[src/common/dmtr_regs.vh]
// Mode register addresses, field positions and codes for the drive/temperature/id bank
`ifndef DMTR_REGS_VH
`define DMTR_REGS_VH

`define DMTR_ADDR_DRIVE 8'h03
`define DMTR_ADDR_TEMP 8'h04
`define DMTR_ADDR_MAKER 8'h05
`define DMTR_ADDR_REV1 8'h06
`define DMTR_ADDR_REV2 8'h07

`define DMTR_DRIVE_MSB 3
`define DMTR_DRIVE_LSB 0
`define DMTR_DRIVE_RESET 4'h2
`define DMTR_DRV_40 4'h2
`define DMTR_DRV_48 4'h3
`define DMTR_DRV_60 4'h4
`define DMTR_DRV_80 4'h6
`define DMTR_DRV_ASYM_A 4'h9
`define DMTR_DRV_ASYM_B 4'ha

`define DMTR_TUF_BIT 7
`define DMTR_RATE_MSB 2
`define DMTR_RATE_LSB 0
`define DMTR_HOT_BIT 2
`define DMTR_RATE_RESET 3'h3

`define DMTR_RATE_LOW_LIMIT 3'h0
`define DMTR_RATE_X4 3'h1
`define DMTR_RATE_X2 3'h2
`define DMTR_RATE_X1 3'h3
`define DMTR_RATE_HALF 3'h4
`define DMTR_RATE_QUARTER 3'h5
`define DMTR_RATE_QUARTER_DERATE 3'h6
`define DMTR_RATE_HIGH_LIMIT 3'h7

`endif

[src/dmtr_mode_regs.v]
// Drive strength, temperature status and identification mode registers
// Functional notes
// - Write-only 4-bit drive select at address 03h; listed codes, others reserved.
// - Rate code 000 means low limit exceeded, 111 high limit exceeded.
// - Rate codes 001..101 give multipliers 4x, 2x, 1x, 0.5x, 0.25x.
// - Rate code 110 is 0.25x and asks the controller to derate timing.
// - Reading address 04h clears the update flag after returning current value.
// - Update flag sets when rate field changes since the last status read.
// - Update flag is zero after reset; rate field resets to code 011 (1x).
// - Rate bit 2 high means device is above 85 degrees Celsius.
// - Address 05h returns fixed maker code; writes ignored.
// - Address 06h returns first revision code; read-only.
// - Address 07h returns second revision code; read-only.
`timescale 1ns/1ps
`include "dmtr_regs.vh"

module dmtr_mode_regs #(
  parameter [7:0] MAKER_ID = 8'h5a, // Arbitrary value
  parameter [7:0] REV_ID1 = 8'h01, // Arbitrary value
  parameter [7:0] REV_ID2 = 8'h00 // Arbitrary value
) (
  input wire i_clk,
  input wire i_srst,
  input wire i_mrw,
  input wire i_mrr,
  input wire [7:0] i_addr,
  input wire [7:0] i_wdata,
  input wire [2:0] i_sensor_rate,
  output reg o_rvalid,
  output reg [7:0] o_rdata,
  output reg [3:0] o_output_drive_select,
  output reg [2:0] o_refresh_multiplier,
  output reg o_temperature_update_flag,
  output reg o_over_85c,
  output reg o_derate_req,
  output reg o_out_of_range
);

  reg [2:0] nxt_rate;
  reg nxt_tuf;
  reg [7:0] nxt_rdata;

  function rate_derates;
    input [2:0] code;
    begin
      rate_derates = (code == `DMTR_RATE_QUARTER_DERATE);
    end
  endfunction

  function rate_outside;
    input [2:0] code;
    begin
      rate_outside = (code == `DMTR_RATE_LOW_LIMIT) || (code == `DMTR_RATE_HIGH_LIMIT);
    end
  endfunction

  // Read data mux; status read returns the flag before it is cleared
  always @* begin
    nxt_rdata = 8'h00;
    case (i_addr)
      `DMTR_ADDR_TEMP: begin
        nxt_rdata[`DMTR_TUF_BIT] = o_temperature_update_flag;
        nxt_rdata[`DMTR_RATE_MSB:`DMTR_RATE_LSB] = o_refresh_multiplier;
      end
      `DMTR_ADDR_MAKER: nxt_rdata = MAKER_ID;
      `DMTR_ADDR_REV1: nxt_rdata = REV_ID1;
      `DMTR_ADDR_REV2: nxt_rdata = REV_ID2;
      default: nxt_rdata = 8'h00; // Drive register is write-only
    endcase
  end

  // Change sets the flag and wins over a same-cycle read clear
  always @* begin
    nxt_rate = i_sensor_rate;
    nxt_tuf = o_temperature_update_flag;
    if (i_mrr && (i_addr == `DMTR_ADDR_TEMP)) begin
      nxt_tuf = 1'b0;
    end
    if (nxt_rate != o_refresh_multiplier) begin
      nxt_tuf = 1'b1;
    end
  end

  always @(posedge i_clk) begin
    if (i_srst) begin
      o_rvalid <= 1'b0;
      o_rdata <= 8'h00;
      o_output_drive_select <= `DMTR_DRIVE_RESET;
      o_refresh_multiplier <= `DMTR_RATE_RESET;
      o_temperature_update_flag <= 1'b0;
      o_over_85c <= 1'b0;
      o_derate_req <= 1'b0;
      o_out_of_range <= 1'b0;
    end else begin
      o_rvalid <= i_mrr;
      if (i_mrr) begin
        o_rdata <= nxt_rdata;
      end
      // Only the drive register accepts writes
      if (i_mrw && (i_addr == `DMTR_ADDR_DRIVE)) begin
        o_output_drive_select <= i_wdata[`DMTR_DRIVE_MSB:`DMTR_DRIVE_LSB];
      end
      o_refresh_multiplier <= nxt_rate;
      o_temperature_update_flag <= nxt_tuf;
      o_over_85c <= nxt_rate[`DMTR_HOT_BIT];
      o_derate_req <= rate_derates(nxt_rate);
      o_out_of_range <= rate_outside(nxt_rate);
    end
  end

endmodule // dmtr_mode_regs

[config.mk]
export PLATFORM = sky130hd
export DESIGN_NAME = dmtr_mode_regs
export DESIGN_NICKNAME = d
export VERILOG_FILES = /design/src/dmtr_mode_regs.v
export VERILOG_INCLUDE_DIRS = /design/src /design/src/common
export SDC_FILE = /design/constraint.sdc
export NUM_CORES = 1
export LEC_CHECK = 0
export ABC_AREA = 1
export BUFFER_PORTS_ARGS = -buffer_cell sky130_fd_sc_hd__buf_2
export CORE_MARGIN = 8
export CORE_UTILIZATION = 47
export CTS_BUF_LIST = sky130_fd_sc_hd__clkbuf_4 sky130_fd_sc_hd__clkbuf_8
export CTS_CLUSTER_SIZE = 28
export DETAILED_ROUTE_END_ITERATION = 6
export GPL_TIMING_DRIVEN = 0
export PLACE_DENSITY = 0.89
export SYNTH_ARGS = -nofsm -noshare
export SYNTH_HDL_FRONTEND = slang
export SYNTH_SLANG_ARGS = --single-unit
[constraint.sdc]
create_clock -name i_clk -period 1.6 [get_ports i_clk]
set_input_delay 0.4 -clock i_clk [delete_from_list [all_inputs] [get_ports i_clk]]
set_output_delay 0.4 -clock i_clk [all_outputs]
set_load 0.005 [all_outputs]
**After elaboration in Yosys (flattened, before gate mapping)**

Cells that the tools add are included.
W data, S select, Z words.

- Mux-type cells: 5
- Reductions and logical operators: 5
- Equality and inequality tests: 7

Operator list:

| operator | count |
|---|---|
| $eq A8 B3 Y1 const B | 3 |
| $pmux W3 S3 | 1 |
| $eq A8 B2 Y1 const B | 1 |
| $eq A3 B3 Y1 const B | 2 |
| $mux W4 | 1 |
| $logic_not A3 Y1 | 1 |
| $mux W1 | 3 |
| $ne A3 B3 Y1 | 1 |
| $logic_and A1 B1 Y1 | 2 |
| $reduce_bool A2 Y1 | 1 |
| $logic_or A1 B1 Y1 | 1 |

- Input bits: 23
- Output and inout bits: 20
- Bits in registers: 20
- Logic and storage cells: 25

**Longest topological paths before layout**

Gate-level depths: netlist of run 1.

- Depth in word-level cells: 4
- Gate-level depth with buffers: 7
- Gate-level depth less buffers: 7

**Worst setup path after synthesis of run 1**

No wires, ideal clock.

- Path kind: in2reg
- From: in i_addr[5]
- To: reg o_output_drive_select[0]
- Buffers on the path: 0
- Library setup time: 0.113 ns
- Data arrival time: 0.944 ns
- Data required time: 1.487 ns
- Path slack: 0.543 ns
- Stages: 6
- Cells stage by stage: nor2_2 -> nand2_2 -> nor2_2 -> nand2_2 -> o21ai_1 -> nor2_1

- Word-level cells in the longest chain between the ends: 2

Ends and longest elaborated chain:

| what | line | RTL |
|---|---|---|
| start, declared | dmtr_mode_regs.v:26 | `input wire [7:0] i_addr,` |
| $eq A8 B2 Y1 (no line) | n/a |  |
| $logic_and A1 B1 Y1 | dmtr_mode_regs.v:100 | `` if (i_mrw && (i_addr == `DMTR_ADDR_DRIVE)) begin `` |
| end signal, assigned | dmtr_mode_regs.v:88 | `` o_output_drive_select <= `DMTR_DRIVE_RESET; `` |
| end signal, assigned | dmtr_mode_regs.v:101 | `` o_output_drive_select <= i_wdata[`DMTR_DRIVE_MSB:`DMTR_DRIVE_LSB]; `` |
| end, declared | dmtr_mode_regs.v:31 | `output reg [3:0] o_output_drive_select,` |

No other way between the ends.
A chain may end at the register's enable or synchronous reset.

**Final worst setup path of run 1**

- From: reg o_rdata[6]
- To: out o_rdata[6]

RTL lines:

| what | line | RTL |
|---|---|---|
| start, declared | dmtr_mode_regs.v:30 | `output reg [7:0] o_rdata,` |
| start signal, assigned | dmtr_mode_regs.v:97 | `o_rdata <= nxt_rdata;` |

No word-level cell between the ends.

==> results.cfg, run 1 <==
[placement]
hpwl_um = 1530
gp_congestion = 0.783
dp_slack_ns = 0.338
io_buffer_count = 37

[timing]
skew_ns = 0.00277
hold_viol = 0
period_share_pct = 80.4
tns_ns = 0
worst_slack_ns = 0.314
rsz0062_at_grt = false
min_period_ns = 1.29
maxSlewViolCount = 0
fmax_ghz = 0.778
finalSetupViolations = 0

[logic_synthesis]
synth_edf_count = 0
synth_top_family_by_area = simple AND/OR/NAND/NOR gates
synth.distinct_cells = 22
yosys-mux-area-fraction_pct = 0
synth-compound-area-share_pct = 8.26
async_reset_ff_share_pct = 0
yosys.area_share.simple_pct = 35.3
synthTopCellsByCount = nand2_1 (18), nor2_1 (17), dfxtp_1 (16), inv_1 (5), nor2_2 (5)
syn-num-nets = 116
seq_area_frac_synth_pct = 44.1
synth_top_area_share_pct = 44.1
yosysWarnings = 0
avgSynthCellArea_sq_um = 7.82
synth_most_common_cell = nand2_1
synth_xor_xnor_area_share_pct = 3.61
synthAdderAreaFrac_pct = 0
syn_inst = 93
synth_ff_type = dfxtp_1
syn_area_sq_um = 727
synth_seq_cells = 16
ys_top_cells_by_area = dfxtp_1 (44%), nand2_1 (9.3%), nor2_1 (8.8%)
yosys.area.top_type = dfxtp_1

[clock_tree]
h-tree-depth = 1
clk_latency_ns = 0.28
clock_sinks = 16
cts-resized-gates = 0
hold_buffers = 0
root_buffer = clkbuf_4
cts_buffers = 3
clock_path_buffers = 2
cts_tree = done
post_cts_buffers = 0
clk_pin_slew_ns = 0.10

[setup_path]
cp_slowest_cell = dfxtp_1
cp_num_buf_inv = 2
startpoint_type = flip-flop
crit_path_max_incr_delay_ns = 0.38
cp_top_family = flip-flops
arrival_ns = 0.89
crit_required_ns = 1.20
crit_type = flip-flop to output port
crit_chain = buf_4 > buf_2
cp-end-kind = output port
path_max_fanout = 4

[global_route]
overflow = 0
grt_pass1_wl_um = 3160
antenna_found_initial = 0
grt_max_degree = 10
grt_pass1_vias = 755
gr-usage-all-layers_pct = 12.1

[power_and_ir_drop]
cellLeakagePower_nw = 0.495
vdd_drop_max_mv = 0.403
p_per_area_mw_per_mm2 = 804

[die]
io_pins = 43
die_h_um = 55.3
die-area_sq_mm = 0.00306
initial_utilization_pct = 49.4
core_area_sq_mm = 0.00147
die_width_um = 55.3
rows = 14

[worst_hold_path]
hold_class = input port to flip-flop

[routing]
postRouteAntennaNets = 0
drt-vias-per-instance = 4.75
vias = 713
route.detailed.wl_per_inst_um = 12.4
drtIter0Drc = 10
routed_wl_um = 1850
drcViolationCount = 0
dr.pass1.iters = 4

[final_layout]
fin_nets = 158
area_growth_pct = 33.2
drive_above_1_share_pct = 48.5
antenna_cells = 0

[run]
maxCapViolCount = 0

[outcome]
status = complete, no violations
-- sequential cells by signal, summed over array words and instances (netlist names) --
| signal | count |
|---|---|
| o_output_drive_select | 4 |
| o_derate_req | 1 |
| o_refresh_multiplier | 3 |
| o_out_of_range | 1 |
| o_rdata | 5 |
| o_rvalid | 1 |
| o_temperature_update_flag | 1 |
-- final timing paths --
kind | from | to | slack (ns) | cells after the start
max | o_rdata[6] | o_rdata[6] | 0.31 | 2
min | i_wdata[1] | o_output_drive_select[1] | 0.31 | 3
max reg2reg | o_refresh_multiplier[1] | o_temperature_update_flag | 0.73 | 4
min reg2reg | o_rdata[0] | o_rdata[0] | 0.46 | 2
-- logic make-up after synthesis --
family | Yosys count
XOR/XNOR | 3
AO/OA/AOI/OAI | 9
buffers and inverters | 12
other | 1
AND/OR/NAND/NOR | 52
flip-flops | 16
-- routing by layer --
layer	track usage, %	wire length, um	part of all wire (%)	vias up
met4	5.28	19	1.0	0
li1	-	-	-	368
met2	21.8	949	51	28
met5	0	0	0	-
met1	11.8	733	40	313
met3	4.79	150	8.1	4
-- layout by cell type, fill, tap and decap left out, types with 2 or more instances in the layout --
cell type	count
dfxtp_1	16
nand3_1	3
nor2_1	17
o21ai_1	4
inv_1	5
clkbuf_4	3
nor2_2	5
xnor2_1	2
nand2_1	18
o21ai_2	2
buf_2	37
buf_4	4
nand2_2	4
inv_2	3
-- report_power, final --
part | internal [mW] | total, mW | switching, mW
Sequential | 0.408 | 0.414 | 0.00667
Combinational | 0.0439 | 0.0981 | 0.0541
Clock | 0.138 | 0.266 | 0.128
Total | 0.590 | 0.779 | 0.189
-- per-stage QoR --
stage	utilization, %	instance area [sq um]	power [mW]	hold slack, ns	instances
floorplan	-	727	0.469	0.446	93
global placement	63.4	932	0.517	0.433	146
detailed placement	63.4	932	0.522	0.447	146
CTS	65.8	968	0.784	0.302	150
global route	65.8	968	0.819	0.306	150
finish	65.8	968	0.779	0.309	150
-- worst register-to-register path, stage by stage, from the launching register on --
cell	delay (ns)
dfxtp_1	0.40
xnor2_1	0.15
nand2_1	0.07
nor2_1	0.08
a21oi_1	0.07
-- final cells by class --
cell class / count / area [sq um]
plain buffers: 4 / 30.0
clock buffers: 4 / 36.3
fillers: 127 / 503
inverters: 8 / 30.0
multi-input cells: 65 / 347
flip-flops and latches: 16 / 320
well taps: 16 / 20.0
repair buffers: 37 / 185
Note: power is estimated with default switching activity, not from simulation.
==> inputs of run 2 (changes only) <==
CORE_UTILIZATION = 44   (was 47)
PLACE_DENSITY = 0.84   (was 0.89)
clock period = 1.2 ns   (was 1.6 ns; I/O delays follow)
==> run 2 against run 1 <==
Against the previous run:
- critical path depth is the same
- via count shrank 3.4%
- sequential power grew 33%
- worst setup slack lost 0.28 ns
- first-iteration DRC count grew 40%
- count of clock-buffer cells in the layout is the same
- sequential share of layout area grew 0.17 points
- power grew 32%
- register-to-register slack lost 0.37 ns
- combinational power grew 29%
- worst hold slack lost 0.10 ns
- die area grew 4.8%
- critical path type unchanged
- largest power group unchanged
==> results.cfg, run 2 (same netlist as run 1, synthesis figures left out) <==
[final_layout]
instances_no_fill = 150
antenna_cells = 0
final_cell_mix = buf_2 (37), nand2_1 (18), nor2_1 (17)
area_growth_pct = 33.6
stdcell_area_sq_um = 971
largest_reg_flops = 5
multi_input_area_sq_um = 347
final_core_util_pct = 63.7
drive_above_1_share_pct = 50.0
layout_commonest_cell = buf_2
nFillCells = 140
regArea_sq_um = 323
regMostFlops = o_rdata
fin_nets = 158
reg.largest.list = o_rdata (5), o_output_drive_select (4), o_refresh_multiplier (3)

[setup_path]
r2r_setup_slack_ns = 0.36
crit_type = flip-flop to output port
rr_endpoint = o_temperature_update_flag
crit_required_ns = 0.90
startpoint_type = flip-flop
arrival_ns = 0.86
cp-end-kind = output port
reg2reg_depth = 4
path_max_fanout = 4
r2r_start = o_refresh_multiplier[1]

[placement]
hpwl_um = 1410
dp_slack_ns = 0.0468
placed_area_sq_um = 932
gp_congestion = 0.793
io_buffer_count = 37
dp.cells = 146

[clock_tree]
cts_tree = done
post_cts_buffers = 0
clk_latency_ns = 0.28
h-tree-depth = 1
clock_sinks = 16
clk_pin_slew_ns = 0.09
clock_path_buffers = 2
cts_buffers = 3
root_buffer = clkbuf_4

[timing]
finalSetupViolations = 0
maxSlewViolCount = 0
period_share_pct = 96.8
worst_slack_ns = 0.0387
rsz0062_at_grt = false
fmax_ghz = 0.861
holdWs_ns = 0.209
hold_viol = 0
tns_ns = 0
skew_ns = 0.000336
min_period_ns = 1.16

[global_route]
gr-usage-all-layers_pct = 10.3
antenna_found_initial = 0
grt_pass1_vias = 647
grt_max_degree = 10
grt_pass1_wl_um = 2690
overflow = 0

[power_and_ir_drop]
total_power_mw = 1.03
vdd_drop_max_mv = 0.610
p_per_area_mw_per_mm2 = 1060
cellLeakagePower_nw = 0.495

[routing]
drt-vias-per-instance = 4.59
route.detailed.wl_per_inst_um = 11.2
routed_wl_um = 1670
postRouteAntennaNets = 0
drtIter0Drc = 14
vias = 689
dr.pass1.iters = 4
drcViolationCount = 0

[worst_hold_path]
whs_path_depth = 2
hold_start = i_sensor_rate[0]
hold_path_end = o_derate_req
hold_class = input port to flip-flop

[die]
die_h_um = 56.6
io_pins = 43
rows = 14
core_area_sq_mm = 0.00152
initial_utilization_pct = 47.7
die_width_um = 56.6
die-area_sq_mm = 0.00321

[outcome]
status = complete, no violations

[run]
maxCapViolCount = 0
-- run 2: report_power, final --
group	internal, mW	leakage, nW	switching (mW)	total, mW
Clock	0.185	0.0210	0.167	0.352
Combinational	0.0587	0.343	0.0685	0.127
Sequential	0.544	0.131	0.00830	0.552
Total	0.787	0.495	0.244	1.03
-- run 2: final cells by class --
class / instances / area share, %
multi-input cells: 65 / 35.7
repair buffers: 37 / 19.1
well taps: 16 / 2.06
inverters: 8 / 3.09
plain buffers: 4 / 3.09
flip-flops and latches: 16 / 33.2
clock buffers: 4 / 3.74
-- run 2: timing repair --
action / in CTS / in global routing
setup endpoints to repair: 0 / 3
resized for setup: 0 / 2
hold buffers: 0 / 0
-- run 2: how the worst max path moves through the flow --
stage / startpoint / depth (start not counted) / slack (ns) / endpoint
3_5_place_dp: i_addr[0] / 5 / 0.05 / o_temperature_update_flag
5_1_grt: o_refresh_multiplier[2] / 2 / 0.001 / o_refresh_multiplier[2]
6_report: o_refresh_multiplier[2] / 2 / 0.04 / o_refresh_multiplier[2]
4_1_cts: o_refresh_multiplier[2] / 2 / 0.003 / o_refresh_multiplier[2]
2_1_floorplan: i_addr[5] / 6 / 0.24 / o_output_drive_select[0]
3_3_place_gp: i_addr[5] / 7 / 0.08 / o_output_drive_select[3]
-- run 2: layer usage --
layer | global-route usage [%] | vias up | share of wire, %
met5 | 0 | - | 0
met4 | 8.25 | 0 | 2.9
met2 | 16.1 | 24 | 47
li1 | - | 371 | -
met3 | 3.15 | 5 | 7.4
met1 | 11.1 | 289 | 43
-- run 2: critical path, stage by stage (launching register included) --
cell and delay (ns):
dfxtp_2 0.34, buf_4 0.12, buf_2 0.11
==> inputs of run 3 (changes only) <==
CORE_MARGIN = 1   (was 8)
CORE_UTILIZATION = 39   (was 44)
PLACE_DENSITY = 0.79   (was 0.84)
clock period = 1 ns   (was 1.2 ns; I/O delays follow)
==> run 3 against run 2 <==
Against the previous run:
- the run now ends with negative setup slack left
- final area increased by 11%
- final cell count increased by 8.7%
- combinational power increased by 43%
- sequential cell count unchanged
- critical endpoint is now o_rdata[4]
- highest routed layer unchanged
==> results.cfg, run 3 (same netlist as run 1, synthesis figures left out) <==
[global_route]
antenna_found_initial = 0
grt_pass1_wl_um = 2310
gr-usage-all-layers_pct = 16.1
grt_max_degree = 10
grt_pass1_vias = 605
overflow = 0

[clock_tree]
clk_pin_slew_ns = 0.09
clock_path_buffers = 2
clk_latency_ns = 0.28
cts_buffers = 3
h-tree-depth = 1
clock_sinks = 16
cts_tree = done
root_buffer = clkbuf_4

[timing]
maxSlewViolCount = 0
rsz0062_at_grt = true
finalSetupViolations = 5
fmax_ghz = 0.918
period_share_pct = 109
skew_ns = 0.00484
min_period_ns = 1.09
hold_viol = 0
worst_slack_ns = -0.0899

[routing]
drt-vias-per-instance = 4.50
dr.pass1.iters = 4
drtIter0Drc = 14
drcViolationCount = 0
postRouteAntennaNets = 0
route.detailed.wl_per_inst_um = 9.59
routed_wl_um = 1560
vias = 734

[final_layout]
area_growth_pct = 47.8
final_cell_mix = buf_2 (31), nand2_1 (18), nor2_1 (17)
regMostFlops = o_rdata
instances_no_fill = 163
antenna_cells = 0
reg.largest.list = o_rdata (5), o_output_drive_select (4), o_refresh_multiplier (3)
largest_reg_flops = 5
fin_nets = 162
layout_commonest_cell = buf_2
drive_above_1_share_pct = 59.4

[die]
rows = 15
initial_utilization_pct = 41.6
die-area_sq_mm = 0.00204
core_area_sq_mm = 0.00175
die_width_um = 45.2
die_h_um = 45.2
io_pins = 43

[setup_path]
path_max_fanout = 4
crit_type = flip-flop to output port
cp-end-kind = output port
startpoint_type = flip-flop
crit_required_ns = 0.75
arrival_ns = 0.84

[placement]
gp_congestion = 0.771
dp.cells = 155
hpwl_um = 1120
io_buffer_count = 37

[power_and_ir_drop]
p_per_area_mw_per_mm2 = 1170
cellLeakagePower_nw = 0.528
vdd_drop_max_mv = 0.698
total_power_mw = 1.26

[run]
maxCapViolCount = 0

[outcome]
status = complete, but fails checks
violations = negative setup slack

[worst_hold_path]
hold_class = input port to flip-flop
## run 3: layout make-up
cell class / count / area (sq um)
multi-input combinational: 65 / 347
timing repair buffer: 41 / 253
clock buffer: 4 / 36.3
sequential: 16 / 337
tap: 25 / 31.3
fill: 155 / 671
buffer: 4 / 41.3
inverter: 8 / 30.0
## run 3: metrics by stage
| stage | util (%) | hold WS (ns) | setup WS, ns | setup TNS [ns] | area [sq um] |
|---|---|---|---|---|---|
| global route | 61.6 | 0.134 | -0.134 | -0.652 | 1070 |
| CTS | 59.5 | 0.152 | -0.0966 | -0.323 | 1040 |
| finish | 61.6 | 0.157 | -0.0899 | -0.293 | 1070 |
| detailed placement | 54.1 | 0.449 | -0.0879 | -0.390 | 943 |
| global placement | 54.1 | 0.437 | -0.0674 | -0.269 | 943 |
| floorplan | - | 0.312 | 0.0927 | 0 | 727 |
## run 3: metal layers
| metal | GRT usage [%] | vias up | routed length, um |
|---|---|---|---|
| met3 | 4.00 | 4 | 85 |
| met4 | 10.9 | 0 | 40 |
| met2 | 24.3 | 33 | 730 |
| met5 | 0 | - | 0 |
| met1 | 20.0 | 321 | 705 |
| li1 | - | 376 | - |
## run 3: repair_timing
| item | 4_1_cts | 5_1_grt |
|---|---|---|
| setup endpoints to repair | 8 | 16 |
| cloned | 0 | 0 |
| endpoints found under the hold margin | 0 | 0 |
| hold buffers | 0 | 0 |
| buffers inserted | 3 | 1 |
| resized for setup | 11 | 11 |
## run 3: worst max-delay path, stage by stage (launching register included)
cell and delay [ns]:
dfxtp_2 0.35, buf_6 0.11, buf_6 0.10
## run 3: report_power, final
group | leakage (nW) | internal, mW | switching [mW]
clock | 0.0210 | 0.222 | 0.191
combinational | 0.373 | 0.0887 | 0.0920
sequential | 0.134 | 0.654 | 0.00901
## run 3: path summary, 6_finish.rpt
check / from / end / slack (ns) / cells after the start
worst min-delay path: i_sensor_rate[0] / o_derate_req / 0.16 / 2
worst max register to register: o_refresh_multiplier[0] / o_temperature_update_flag / 0.06 / 5
worst min register to register: o_rdata[2] / o_rdata[2] / 0.46 / 2
worst max-delay path: o_rdata[6] / o_rdata[4] / -0.09 / 2
